--- src/rtl/vih_pkg.sv ---
package vih_pkg;
    localparam logic [1:0] EL1 = 2'h1;
    localparam logic [1:0] EL2 = 2'h2;
    localparam logic [1:0] EL3 = 2'h3;
    // hypervisor-level encodings
    localparam logic [2:0] OP1_HYP = 3'h4;
    localparam logic [3:0] CRN_IRQ = 4'hC;
    localparam logic [3:0] CRM_AP0 = 4'h8;
    localparam logic [3:0] CRM_AP1 = 4'h9;
    localparam logic [3:0] CRM_CTL = 4'hB;
    localparam logic [3:0] CRM_LR = 4'hC;
    localparam logic [2:0] OP2_AP = 3'h0;
    localparam logic [2:0] OP2_HCR = 3'h0;
    localparam logic [2:0] OP2_VTR = 3'h1;
    localparam logic [2:0] OP2_VMCR = 3'h7;
    localparam logic [2:0] LR_OP2_END = 3'h4;
    localparam int LR_NUM = 4;
    // guest-level encodings, used for trap classification
    localparam logic [2:0] OP1_GUEST = 3'h0;
    localparam logic [3:0] GCRM_GRP0 = 4'h8;
    localparam logic [3:0] GCRM_GRP1 = 4'h9;
    localparam logic [3:0] GCRM_CTL = 4'hC;
    localparam logic [2:0] GOP2_BPR1 = 3'h3;
    localparam logic [2:0] GOP2_CTLR = 3'h4;
    localparam logic [3:0] GCRM_DIR = 4'hB;
    localparam logic [2:0] GOP2_DIR = 3'h1;
    // control register fields
    localparam int HCR_CNT_LSB = 27;
    localparam int HCR_DEACTIVATE_WRITE_TRAP = 14;
    localparam int HCR_SYSTEM_ERROR_TRAP = 13;
    localparam int HCR_GROUP1_ACCESS_TRAP = 12;
    localparam int HCR_GROUP0_ACCESS_TRAP = 11;
    localparam int HCR_TC = 10;
    localparam int HCR_V1D = 7;
    localparam int HCR_V1E = 6;
    localparam int HCR_V0D = 5;
    localparam int HCR_V0E = 4;
    localparam int HCR_NO_PENDING_MAINT_EN = 3;
    localparam int HCR_LRENP = 2;
    localparam int HCR_UIE = 1;
    localparam int HCR_EN = 0;
    localparam logic [31:0] HCR_WMASK = 32'h00005CFF;
    localparam logic [31:0] HCR_RST = 32'h00000000;
    localparam logic [4:0] CNT_RST = 5'h00;
    localparam logic [31:0] AP_RST = 32'h00000000;
    // machine control register
    localparam int VMCR_VIRTUAL_GROUP0_ENABLE = 0;
    localparam int VMCR_VIRTUAL_GROUP1_ENABLE = 1;
    localparam logic [31:0] VMCR_WMASK = 32'hFFFC0213;
    localparam logic [31:0] VMCR_FIXED = 32'h00000008;
    localparam logic [31:0] VMCR_RST = 32'h004C0000;
    // type register
    localparam logic [31:0] VTR_VALUE = 32'h90280003;
    localparam logic [31:0] VTR_NO_HYP = 32'h00100000;
    localparam logic [4:0] VTR_LR_CNT = 5'h03;
    // list entry state bits
    localparam int LR_PEND_BIT = 28;
    localparam int LR_ACT_BIT = 29;
    localparam logic [31:0] LR_RST = 32'h00000000;
    // active-priority bit n stands for priority n * 8
    localparam int PRIO_LSB = 3;
    typedef enum {REG_NONE, REG_AP0, REG_AP1, REG_HCR, REG_VTR, REG_VMCR, REG_LR} vih_reg_e;
    typedef enum {G_NONE, G_GRP0, G_GRP1, G_COMMON, G_DIR} vih_gcls_e;
endpackage

--- src/rtl/vih_prio_if.sv ---
`timescale 1ns/1ps
interface vih_prio_if;
    logic wr;
    logic [31:0] wdata;
    logic set;
    logic [4:0] set_idx;
    logic drop;
    logic [31:0] value;
    modport ctrl (output wr, output wdata, output set, output set_idx, output drop,
                  input value);
    modport trk (input wr, input wdata, input set, input set_idx, input drop,
                 output value);
endinterface

--- src/rtl/vih_prio_track.sv ---
`timescale 1ns/1ps
module vih_prio_track (
    input wire logic clk_sys_i,
    input wire logic rst_n_i,
    vih_prio_if.trk prio
);
    logic [31:0] act_q;
    logic [31:0] act_d;

    always_comb begin
        act_d = act_q;
        if (prio.wr) begin
            act_d = prio.wdata;
        end
        // lowest set bit is the highest active priority, dropped first
        if (prio.drop) begin
            act_d = act_d & (act_d - 32'h00000001);
        end
        // activation wins over a same-cycle drop or write
        if (prio.set) begin
            act_d = act_d | (32'h00000001 << prio.set_idx);
        end
    end

    always_ff @(posedge clk_sys_i) begin
        if (!rst_n_i) begin
            act_q <= vih_pkg::AP_RST;
        end else begin
            act_q <= act_d;
        end
    end

    assign prio.value = act_q;
endmodule

--- src/rtl/vih_ctrl.sv ---
`timescale 1ns/1ps
// Functional notes
// - active bit n means priority n times 8
// - both active-priority registers reset to zero
// - no hypervisor level: group1 priorities read zero
// - exactly four list entries, selector 0-3
// - other list entry selectors are undefined
// - deactivate-write trap bit traps guest deactivates
// - system error trap bit fixed zero
// - group1 trap bit traps guest group1 accesses
// - group0 trap bit traps guest group0 accesses
// - common trap bit traps guest common accesses
// - maintenance when group1 disabled and enabled
// - maintenance when group1 enabled and enabled
// - maintenance when group0 disabled and enabled
// - maintenance when group0 enabled and enabled
// - maintenance while no entry is pending
// - deactivate count; maintenance while count nonzero
// - maintenance while at most one valid entry
// - enable bit gates the virtual interface
// - group1 enable is machine control bit 1
// - group0 enable is machine control bit 0
// - type register reports entry count minus one; count field reads zero without hypervisor level
module vih_ctrl #(
    parameter bit EL2_PRESENT = 1'b1
) (
    input wire logic clk_sys_i,
    input wire logic rst_n_i,
    input wire logic acc_valid_i,
    input wire logic acc_write_i,
    input wire logic [1:0] acc_el_i,
    input wire logic acc_ns_i,
    input wire logic [2:0] acc_op1_i,
    input wire logic [3:0] acc_crn_i,
    input wire logic [3:0] acc_crm_i,
    input wire logic [2:0] acc_op2_i,
    input wire logic [31:0] acc_wdata_i,
    input wire logic act_valid_i,
    input wire logic act_grp1_i,
    input wire logic [7:0] act_prio_i,
    input wire logic drop_valid_i,
    input wire logic drop_grp1_i,
    input wire logic eoi_miss_i,
    output logic acc_done_o,
    output logic [31:0] acc_rdata_o,
    output logic acc_undef_o,
    output logic acc_trap_o,
    output logic virt_if_enable_o,
    output logic maint_irq_o
);
    vih_pkg::vih_reg_e sel;
    vih_pkg::vih_gcls_e gcls;
    logic hyp_sel;
    logic guest_sel;
    logic priv_ok;
    logic undef_c;
    logic trap_c;
    logic wr_ok;
    logic [31:0] hcr_q;
    logic [4:0] cnt_q;
    logic [31:0] vmcr_q;
    logic [31:0] lr_q [vih_pkg::LR_NUM];
    logic [1:0] lr_idx;
    logic [31:0] rdata_c;
    logic no_pend;
    logic [2:0] valid_cnt;
    logic maint_d;
    logic maint_q;
    logic done_q;
    logic undef_q;
    logic trap_q;
    logic [31:0] rdata_q;
    logic en;

    vih_prio_if ap0_if ();
    vih_prio_if ap1_if ();

    assign hyp_sel = acc_op1_i == vih_pkg::OP1_HYP && acc_crn_i == vih_pkg::CRN_IRQ;
    assign guest_sel = acc_op1_i == vih_pkg::OP1_GUEST && acc_crn_i == vih_pkg::CRN_IRQ;
    assign priv_ok = acc_el_i == vih_pkg::EL3 || (acc_el_i == vih_pkg::EL2 && EL2_PRESENT);
    assign lr_idx = acc_op2_i[1:0];
    assign en = hcr_q[vih_pkg::HCR_EN];

    always_comb begin
        sel = vih_pkg::REG_NONE;
        if (!hyp_sel) begin
            sel = vih_pkg::REG_NONE;
        end else if (acc_crm_i == vih_pkg::CRM_AP0 && acc_op2_i == vih_pkg::OP2_AP) begin
            sel = vih_pkg::REG_AP0;
        end else if (acc_crm_i == vih_pkg::CRM_AP1 && acc_op2_i == vih_pkg::OP2_AP) begin
            sel = vih_pkg::REG_AP1;
        end else if (acc_crm_i == vih_pkg::CRM_CTL && acc_op2_i == vih_pkg::OP2_HCR) begin
            sel = vih_pkg::REG_HCR;
        end else if (acc_crm_i == vih_pkg::CRM_CTL && acc_op2_i == vih_pkg::OP2_VTR) begin
            sel = vih_pkg::REG_VTR;
        end else if (acc_crm_i == vih_pkg::CRM_CTL && acc_op2_i == vih_pkg::OP2_VMCR) begin
            sel = vih_pkg::REG_VMCR;
        end else if (acc_crm_i == vih_pkg::CRM_LR && acc_op2_i < vih_pkg::LR_OP2_END) begin
            sel = vih_pkg::REG_LR;
        end
    end

    always_comb begin
        gcls = vih_pkg::G_NONE;
        if (!guest_sel) begin
            gcls = vih_pkg::G_NONE;
        end else if (acc_crm_i == vih_pkg::GCRM_GRP0) begin
            gcls = vih_pkg::G_GRP0;
        end else if (acc_crm_i == vih_pkg::GCRM_GRP1) begin
            gcls = vih_pkg::G_GRP1;
        end else if (acc_crm_i == vih_pkg::GCRM_CTL && acc_op2_i == vih_pkg::GOP2_BPR1) begin
            gcls = vih_pkg::G_GRP1;
        end else if (acc_crm_i == vih_pkg::GCRM_CTL && acc_op2_i == vih_pkg::GOP2_CTLR) begin
            gcls = vih_pkg::G_COMMON;
        end else if (acc_crm_i == vih_pkg::GCRM_DIR && acc_op2_i == vih_pkg::GOP2_DIR) begin
            gcls = vih_pkg::G_DIR;
        end
    end

    // unknown hypervisor encodings, including list selectors past the fourth
    assign undef_c = acc_valid_i && ((hyp_sel && (sel == vih_pkg::REG_NONE || !priv_ok))
                     || (!hyp_sel && !guest_sel));

    // only non-secure guest-kernel accesses are ever trapped
    always_comb begin
        trap_c = 1'b0;
        if (acc_valid_i && acc_el_i == vih_pkg::EL1 && acc_ns_i) begin
            trap_c = (gcls == vih_pkg::G_GRP0 && hcr_q[vih_pkg::HCR_GROUP0_ACCESS_TRAP])
                  || (gcls == vih_pkg::G_GRP1 && hcr_q[vih_pkg::HCR_GROUP1_ACCESS_TRAP])
                  || (gcls == vih_pkg::G_COMMON && hcr_q[vih_pkg::HCR_TC])
                  || (gcls == vih_pkg::G_DIR && acc_write_i && hcr_q[vih_pkg::HCR_DEACTIVATE_WRITE_TRAP]);
        end
    end

    assign wr_ok = acc_valid_i && acc_write_i && hyp_sel && !undef_c;

    // write mask keeps the system error trap bit at zero
    always_ff @(posedge clk_sys_i) begin
        if (!rst_n_i) begin
            hcr_q <= vih_pkg::HCR_RST;
        end else if (wr_ok && sel == vih_pkg::REG_HCR) begin
            hcr_q <= acc_wdata_i & vih_pkg::HCR_WMASK;
        end
    end

    // a missed deactivate in the write cycle still counts
    always_ff @(posedge clk_sys_i) begin
        if (!rst_n_i) begin
            cnt_q <= vih_pkg::CNT_RST;
        end else if (wr_ok && sel == vih_pkg::REG_HCR) begin
            cnt_q <= acc_wdata_i[31:27] + {4'h0, eoi_miss_i};
        end else if (eoi_miss_i) begin
            cnt_q <= cnt_q + 5'h01;
        end
    end

    always_ff @(posedge clk_sys_i) begin
        if (!rst_n_i) begin
            vmcr_q <= vih_pkg::VMCR_RST;
        end else if (wr_ok && sel == vih_pkg::REG_VMCR) begin
            vmcr_q <= acc_wdata_i & vih_pkg::VMCR_WMASK;
        end
    end

    always_ff @(posedge clk_sys_i) begin
        if (!rst_n_i) begin
            for (int i = 0; i < vih_pkg::LR_NUM; i++) begin
                lr_q[i] <= vih_pkg::LR_RST;
            end
        end else if (wr_ok && sel == vih_pkg::REG_LR) begin
            lr_q[lr_idx] <= acc_wdata_i;
        end
    end

    // active-priority trackers; hardware events only while enabled
    assign ap0_if.wr = wr_ok && sel == vih_pkg::REG_AP0;
    assign ap1_if.wr = wr_ok && sel == vih_pkg::REG_AP1 && EL2_PRESENT;
    assign ap0_if.wdata = acc_wdata_i;
    assign ap1_if.wdata = acc_wdata_i;
    assign ap0_if.set = act_valid_i && !act_grp1_i && en;
    assign ap1_if.set = act_valid_i && act_grp1_i && en && EL2_PRESENT;
    assign ap0_if.set_idx = act_prio_i[7:vih_pkg::PRIO_LSB];
    assign ap1_if.set_idx = act_prio_i[7:vih_pkg::PRIO_LSB];
    assign ap0_if.drop = drop_valid_i && !drop_grp1_i && en;
    assign ap1_if.drop = drop_valid_i && drop_grp1_i && en && EL2_PRESENT;

    vih_prio_track u_ap0 (
        .clk_sys_i(clk_sys_i),
        .rst_n_i(rst_n_i),
        .prio(ap0_if.trk)
    );

    vih_prio_track u_ap1 (
        .clk_sys_i(clk_sys_i),
        .rst_n_i(rst_n_i),
        .prio(ap1_if.trk)
    );

    always_comb begin
        case (sel)
            vih_pkg::REG_AP0: rdata_c = ap0_if.value;
            vih_pkg::REG_AP1: rdata_c = EL2_PRESENT ? ap1_if.value : 32'h00000000;
            vih_pkg::REG_HCR: rdata_c = {cnt_q, hcr_q[26:0]};
            vih_pkg::REG_VTR: rdata_c = EL2_PRESENT ? vih_pkg::VTR_VALUE : vih_pkg::VTR_NO_HYP;
            vih_pkg::REG_VMCR: rdata_c = EL2_PRESENT ? (vmcr_q | vih_pkg::VMCR_FIXED) : 32'h00000000;
            vih_pkg::REG_LR: rdata_c = lr_q[lr_idx];
            default: rdata_c = 32'h00000000;
        endcase
    end

    always_comb begin
        no_pend = 1'b1;
        valid_cnt = 3'h0;
        for (int i = 0; i < vih_pkg::LR_NUM; i++) begin
            if (lr_q[i][vih_pkg::LR_PEND_BIT]) begin
                no_pend = 1'b0;
            end
            if (lr_q[i][vih_pkg::LR_PEND_BIT] || lr_q[i][vih_pkg::LR_ACT_BIT]) begin
                valid_cnt = valid_cnt + 3'h1;
            end
        end
    end

    // registered so the line is glitch free; follows conditions one cycle late
    always_comb begin
        maint_d = en && (
            (hcr_q[vih_pkg::HCR_V1D] && !vmcr_q[vih_pkg::VMCR_VIRTUAL_GROUP1_ENABLE])
            || (hcr_q[vih_pkg::HCR_V1E] && vmcr_q[vih_pkg::VMCR_VIRTUAL_GROUP1_ENABLE])
            || (hcr_q[vih_pkg::HCR_V0D] && !vmcr_q[vih_pkg::VMCR_VIRTUAL_GROUP0_ENABLE])
            || (hcr_q[vih_pkg::HCR_V0E] && vmcr_q[vih_pkg::VMCR_VIRTUAL_GROUP0_ENABLE])
            || (hcr_q[vih_pkg::HCR_NO_PENDING_MAINT_EN] && no_pend)
            || (hcr_q[vih_pkg::HCR_LRENP] && cnt_q != 5'h00)
            || (hcr_q[vih_pkg::HCR_UIE] && valid_cnt <= 3'h1));
    end

    always_ff @(posedge clk_sys_i) begin
        if (!rst_n_i) begin
            maint_q <= 1'b0;
        end else begin
            maint_q <= maint_d;
        end
    end

    always_ff @(posedge clk_sys_i) begin
        if (!rst_n_i) begin
            done_q <= 1'b0;
            undef_q <= 1'b0;
            trap_q <= 1'b0;
            rdata_q <= 32'h00000000;
        end else begin
            done_q <= acc_valid_i;
            undef_q <= undef_c;
            trap_q <= trap_c;
            rdata_q <= (acc_valid_i && !acc_write_i && !undef_c) ? rdata_c : 32'h00000000;
        end
    end

    assign acc_done_o = done_q;
    assign acc_undef_o = undef_q;
    assign acc_trap_o = trap_q;
    assign acc_rdata_o = rdata_q;
    assign virt_if_enable_o = en;
    assign maint_irq_o = maint_q;
endmodule

--- config.mk ---
export PLATFORM = sky130hd
export DESIGN_NAME = vih_ctrl
export DESIGN_NICKNAME = d
export VERILOG_FILES = /design/src/rtl/vih_pkg.sv /design/src/rtl/vih_prio_if.sv /design/src/rtl/vih_prio_track.sv /design/src/rtl/vih_ctrl.sv
export SDC_FILE = /design/constraint.sdc
export NUM_CORES = 1
export LEC_CHECK = 0
export ABC_AREA = 1
export BUFFER_PORTS_ARGS = -buffer_cell sky130_fd_sc_hd__buf_2
export CAP_MARGIN = 0
export CORE_ASPECT_RATIO = 1.75
export CORE_MARGIN = 5
export CORE_UTILIZATION = 27
export DETAILED_ROUTE_END_ITERATION = 16
export PLACE_DENSITY = 0.45
export SETUP_SLACK_MARGIN = 0.15
export SKIP_LAST_GASP = 1
export SYNTH_ARGS = -nofsm -noshare
export SYNTH_HDL_FRONTEND = slang
export SYNTH_HIERARCHICAL = 1
export SYNTH_SLANG_ARGS = --single-unit
--- constraint.sdc ---
create_clock -name clk_sys_i -period 4.4 [get_ports clk_sys_i]
set_input_delay 0 -clock clk_sys_i [delete_from_list [all_inputs] [get_ports clk_sys_i]]
set_output_delay 0 -clock clk_sys_i [all_outputs]
set_load 0.005 [all_outputs]
==> flow_metrics.tcl, run 1 <==
set metrics [dict create \
    outcome "complete, no violations" \
    hp-class "in -> reg" \
    pin_count 103 \
    final-seq-area_um2 6550 \
    worstRegToRegCells 11 \
    synth-async-reset-ratio 0 \
    port_buffers 99 \
    cts_sinks 263 \
    peakVddDrop_uv 249 \
    slew_viol_final 0 \
    synth_cell_types 42 \
    drc 0 \
    finalSetupViolCount 0 \
    relSlewSlack 0.188 \
    finalHoldViolCount 0 \
    critPathArrivalTime_ns 4.22 \
    final_common_cell "nand2_1" \
    die_w_um 186 \
    dp_hpwl_mm 46.0 \
    die_h_um 318 \
    synth_edf_count 128 \
    drtPass1Iterations 5 \
    drt_iter0_drc 914 \
    vias 13426 \
    nNetsFinal 2152 \
    grt_pass1_vias 13513 \
    synth_seq_area_share 0.446 \
    worst_r2r_startpoint "hcr_q[0]" \
    fin_crit_ns 3.76 \
    final_cells 2791 \
    r2r-end "u_ap1/prio.value[18]" \
    synth_nets 2025 \
    initial_core_util 0.271 \
    rsz0062_at_grt "false" \
    yosysWarningCount 6 \
    grt_pass1_wl_mm 88.4 \
    die_area_um2 59300 \
    cts_tree "built" \
    stdcell_area_um2 17300 \
    multi_input_area_um2 6730 \
    ys.flop_type "dfxtp_1" \
    fmax_mhz 266 \
    required_ns 4.86 \
    p_per_area_nw_per_um2 318 \
    root_buffer "clkbuf_16" \
    htree_levels 1 \
    place_area_um2 15900 \
    synth_area_um2 14700 \
    finalSetupTns_ns 0 \
    wire_per_inst_um 21.9 \
    ys_seq_elements 263 \
    min_from "act_valid_i" \
    drv_cap 0 \
    syn_avg_cell_area_um2 7.52 \
    path_clk_slew_ns 0.07 \
    cts_buffer_depth 3 \
    power.total_w 0.00552 \
    syn_to_final_growth_pct 18.2 \
    place_inst 2683 \
    clock_skew_ns 0.0214 \
    grt.overflow.total 0 \
    drtAntennaViolNets 0 \
    routabilityCongestion 0.969 \
    clkLatencyLatePin_ns 0.58 \
    grt_start_max_net_pins 109 \
    drt_wl_total_mm 61.1 \
    drive_gt1_frac 0.151 \
    layout_common_cells "nand2_1, nor2_1, inv_1" \
    fillerInstances 5831 \
    r2r_setup_slack_ns 1.75 \
    fin_worst_hold_slack_ns 0.0339 \
    power.leakage_nw 7.55 \
    critPathLaunchType "input pin" \
    core_um2 54200 \
    crit_fanout 55 \
    hold_end "u_ap1/prio.value[30]" \
    finalCritPeriodShare 0.855 \
    holdPathStages 7 \
    row_count 113 \
    grt_usage 0.201 \
    antenna_found_initial 0 \
    diodes 0 \
    crit_type "in -> reg" \
    end_kind "flip-flop" \
    cts-buffers-inserted 28 \
    worst-slew-pin-transition_ns 1.22 \
    viasPerCell 4.81 \
    syn-instance-count 1952 \
]
-- sequential cells by signal (all words and copies together), names as in the netlist, 5 cells and up --
signal            cells
acc_rdata_o          32
cnt_q                 5
hcr_q                12
lr_q                128
u_ap0/prio.value     32
u_ap1/prio.value     32
vmcr_q               18
-- worst max-delay path by stage --
stage                 start                   end  slack (ns)  depth (start not counted)
6_report        acc_valid_i  u_ap1/prio.value[18]        0.64                         17
3_3_place_gp   acc_crn_i[1]  u_ap1/prio.value[23]        0.83                         20
5_1_grt         acc_valid_i  u_ap1/prio.value[18]        0.44                         17
4_1_cts         acc_valid_i  u_ap1/prio.value[18]        0.68                         17
3_5_place_dp   acc_crm_i[0]  u_ap1/prio.value[22]        0.83                         22
2_1_floorplan  acc_crn_i[1]            lr_q[0][0]        0.51                         10
-- final cells by class --
class                           count  share of cell area
Clock buffer                       35              0.0438
Clock inverter                     17              0.0102
Inverter                          254              0.0550
Multi-Input combinational cell   1347               0.388
Sequential cell                   263               0.377
Tap cell                          690              0.0498
Timing Repair Buffer              185              0.0760
-- routing by layer --
layer / routed length (µm) / part of all wire / GRT usage / vias up
li1: - / - / - / 6582
met2: 31800 / 0.52 / 0.365 / 366
met4: 3920 / 0.064 / 0.111 / 0
met5: 0 / 0 / 0 / -
met1: 23000 / 0.38 / 0.228 / 6346
met3: 2300 / 0.038 / 0.0158 / 132
-- Yosys cell counts (7+ instances only) --
library cell | n | share of area
nor3_2 | 88 | 0.060
nor2_1 | 262 | 0.067
o21bai_1 | 10 | 0.0051
inv_2 | 10 | 0.0026
nand2_1 | 529 | 0.14
o211ai_1 | 7 | 0.0036
buf_6 | 22 | 0.017
ha_1 | 7 | 0.0060
a22o_1 | 32 | 0.019
nand3_1 | 97 | 0.033
buf_2 | 17 | 0.0058
inv_1 | 243 | 0.062
o21ai_0 | 82 | 0.028
o22ai_1 | 8 | 0.0034
nand2_2 | 10 | 0.0043
nand4_1 | 13 | 0.0055
clkbuf_1 | 44 | 0.011
nor3_1 | 32 | 0.011
a22oi_1 | 13 | 0.0066
a31oi_1 | 10 | 0.0043
a21oi_1 | 75 | 0.026
o21ai_1 | 27 | 0.0092
edfxtp_1 | 128 | 0.26
xor2_1 | 7 | 0.0042
dfxtp_1 | 135 | 0.18
nor2_2 | 8 | 0.0034
-- logic make-up after synthesis --
family,synth area share
AND/OR/NAND/NOR,0.328
buffers and inverters,0.101
multiplexers,0.000682
AO/OA/AOI/OAI,0.113
adder cells (fa/ha/maj),0.00597
XOR/XNOR,0.00537
flip-flops,0.446
-- timing repair --
action	4_1_cts	5_1_grt
setup buffers	0	0
endpoints found under the setup margin	0	0
endpoints found under the hold margin	146	0
resized for setup	0	0
hold buffers	56	0
-- critical path, stage by stage --
cell and delay [ns]:
dlygate4sd3_1 0.54, buf_2 0.13, inv_1 0.06, nor4_2 0.62
nand2_4 0.18, nor2_4 0.13, buf_4 0.53, nand2_1 0.17
nand2_1 0.13, nand2_1 0.20, nor2_1 0.19, nand2_1 0.18
nor2_1 0.22, nand2_1 0.16, nand2_1 0.09, a21oi_1 0.06
dlygate4sd3_1 0.62
-- where the power goes --
group | internal, W | switching (W) | total [W] | leakage (nW)
Clock | 0.00141 | 0.00108 | 0.00248 | 0.467
Combinational | 0.000114 | 0.000283 | 0.000397 | 4.78
Sequential | 0.00262 | 0.0000201 | 0.00264 | 2.30
Total | 0.00414 | 0.00138 | 0.00552 | 7.55
-- stage by stage --
stage / setup slack [ns] / utilization
after floorplan: 0.508 / -
after global placement: 0.832 / 0.293
after detailed placement: 0.832 / 0.293
after CTS: 0.684 / 0.320
after global routing: 0.439 / 0.320
final: 0.639 / 0.320
Power figures use the tool's default switching activity.
==> run 2: changes to the inputs <==
ABC_AREA = unset   (was 1)
==> flow_metrics.tcl, run 2 <==
set metrics [dict create \
    outcome "complete, no violations" \
    top_register "lr_q" \
    synth-simple-area-share 0.226 \
    drtAntennaViolNets 0 \
    route.met3.wl_mm 2.46 \
    pin_count 103 \
    critPathArrivalTime_ns 3.86 \
    syn-instance-count 1311 \
    htree_levels 1 \
    wl_met1_mm 19.9 \
    yosysMostFrequentCell "dfxtp_1" \
    fmax_mhz 294 \
    port_buffers 99 \
    drv_cap 0 \
    syn_avg_cell_area_um2 10.5 \
    fin_crit_ns 3.41 \
    dp_hpwl_mm 36.1 \
    synthAdderAreaFrac 0.00637 \
    synth_top_family_by_area "simple AND/OR/NAND/NOR gates" \
    cts_buffer_depth 3 \
    final_common_cell "dfxtp_1" \
    routed-wl-met2_mm 26.9 \
    peakVddDrop_uv 220 \
    power.total_w 0.00562 \
    die_area_um2 55700 \
    worstRegToRegCells 5 \
    nNetsFinal 1527 \
    clkLatencyLatePin_ns 0.57 \
    worst-slew-pin-transition_ns 1.05 \
    cts_tree "built" \
    highest_layer "met5" \
    pwr-share-clk 0.465 \
    wire_per_inst_um 24.4 \
    drt_iter0_drc 857 \
    setup_ws_ns 0.993 \
    holdPathStages 5 \
    core_um2 50500 \
    drt_wl_total_mm 52.3 \
    finalSetupViolCount 0 \
    finalCritPeriodShare 0.774 \
    synth_edf_count 128 \
    hp-class "in -> reg" \
    p_per_area_nw_per_um2 338 \
    power.switching_w 0.00132 \
    initial_core_util 0.272 \
    relSlewSlack 0.297 \
    required_ns 4.85 \
    rsz0062_at_grt "false" \
    end_kind "flip-flop" \
    vias 11277 \
    die_h_um 308 \
    grt_usage 0.183 \
    synth-compound-area-share 0.132 \
    synth_area_um2 13700 \
    power_frac_comb 0.065 \
    synth_nets 1384 \
    seqPwrFrac 0.470 \
    synth_top_area_frac 0.280 \
    layout_common_cells "dfxtp_1, nand2_1, edfxtp_1" \
    ys.flop_type "dfxtp_1" \
    crit_fanout 28 \
    drc 0 \
    cts_sinks 263 \
    clock_skew_ns 0.0242 \
    die_w_um 181 \
    final_cells 2142 \
    cts_resized 0 \
    diodes 0 \
    grt.overflow.total 0 \
    ys_top_cells_by_count "dfxtp_1, nand2_1, edfxtp_1" \
    viasPerCell 5.26 \
    yosys-top-cells-area "edfxtp_1, dfxtp_1, mux2_2, mux4_2, and2_1" \
    synth-async-reset-ratio 0 \
    fillerInstances 5167 \
    post-route-util 0.330 \
    root_buffer "clkbuf_16" \
    power.leakage_nw 5.99 \
    swShare 0.235 \
    drtPass1Iterations 5 \
    synth_area_leader_cell "edfxtp_1" \
    grt_pass1_vias 11624 \
    finalSetupTns_ns 0 \
    yosysWarningCount 6 \
    syn_to_final_growth_pct 21.0 \
    finalHoldViolCount 0 \
    crit_type "in -> reg" \
    antenna_found_initial 2 \
    row_count 109 \
    synthXorXnorAreaFrac 0.00637 \
    ys_seq_elements 263 \
    intPower_w 0.00430 \
    largest_reg_flops 128 \
    r2r_setup_slack_ns 1.74 \
    cts-buffers-inserted 28 \
    grt_pass1_wl_mm 77.4 \
    synthMuxAreaShare 0.124 \
    synth_cell_types 71 \
    grt_start_max_net_pins 74 \
    synth_seq_area_share 0.476 \
    routabilityCongestion 0.893 \
    place_inst 2033 \
    path_clk_slew_ns 0.07 \
    dpl_worst_slack_ns 0.571 \
    critPathLaunchType "input pin" \
    slew_viol_final 0 \
    drive_gt1_frac 0.222 \
]
run 2: changes by cell type after synthesis, sizes merged, moves of 28 or more:
cell    delta
nand2    -408
inv      -244
nor2     -198
and2     +114
o21ai     -81
nand3     -80
nor3      -73
mux2      +71
and3      +49
a21boi    +37
mux4      +32
a22o      -30
nor3b     +28
run 2: cell type report:
type	count	area, µm²	area share
inverter	9	33.8	0.00203
timing repair buffer	194	1350	0.0814
clock inverter	16	204	0.0123
sequential	263	6550	0.393
clock buffer	36	805	0.0484
multi-input combinational	958	6860	0.412
tap	666	833	0.0501
run 2: timing repair:
action	in CTS	in global routing
buffers inserted	0	0
endpoints found under the hold margin	205	0
hold buffers	57	0
run 2: worst max-delay path, cell delays in order:
cell and delay [ns]:
dlygate4sd3_1 0.52, buf_2 0.15, nand4_2 0.23, or3_1 0.46, and3_2 0.47, buf_4 0.29, or4_1 0.58, a2111oi_2 0.64
nor3b_2 0.37, o22ai_1 0.12
run 2: cell families after synthesis:
| family | count (synthesis) |
|---|---|
| simple gates | 563 |
| flops | 263 |
| compound gates | 257 |
| buf+inv | 90 |
| mux | 121 |
| fa+ha+maj | 7 |
| xor+xnor | 10 |
run 2: final timing paths:
| path | startpoint | end |
|---|---|---|
| max | acc_op1_i[2] | u_ap1/prio.value[23] |
| min | drop_valid_i | u_ap0/prio.value[0] |
| max reg2reg | hcr_q[0] | u_ap1/prio.value[23] |
| min reg2reg | vmcr_q[23] | vmcr_q[23] |
run 2: power by group through the flow:
stage	sequential, W	clock (W)	combinational, W
after detailed placement	0.00270	0	0.000335
after floorplan	0.00269	0	0.000154
after global routing	0.00265	0.00278	0.000390
after CTS	0.00264	0.00268	0.000372
after global placement	0.00269	0	0.000333
final	0.00264	0.00261	0.000364
run 2: metal layers:
layer | global-route usage | vias up
met4 | 0.0957 | 2
met2 | 0.334 | 389
met3 | 0.0197 | 109
li1 | - | 5219
met1 | 0.210 | 5558
met5 | 0 | -
run 2: metrics by stage:
step / area [µm²] / hold WS (ns)
5_1_grt: 16600 / 0.0761
4_1_cts: 16600 / 0.0278
3_3_place_gp: 15100 / 0.271
2_1_floorplan: 13800 / 0.124
6_report: 16600 / 0.0409
3_5_place_dp: 15100 / 0.267
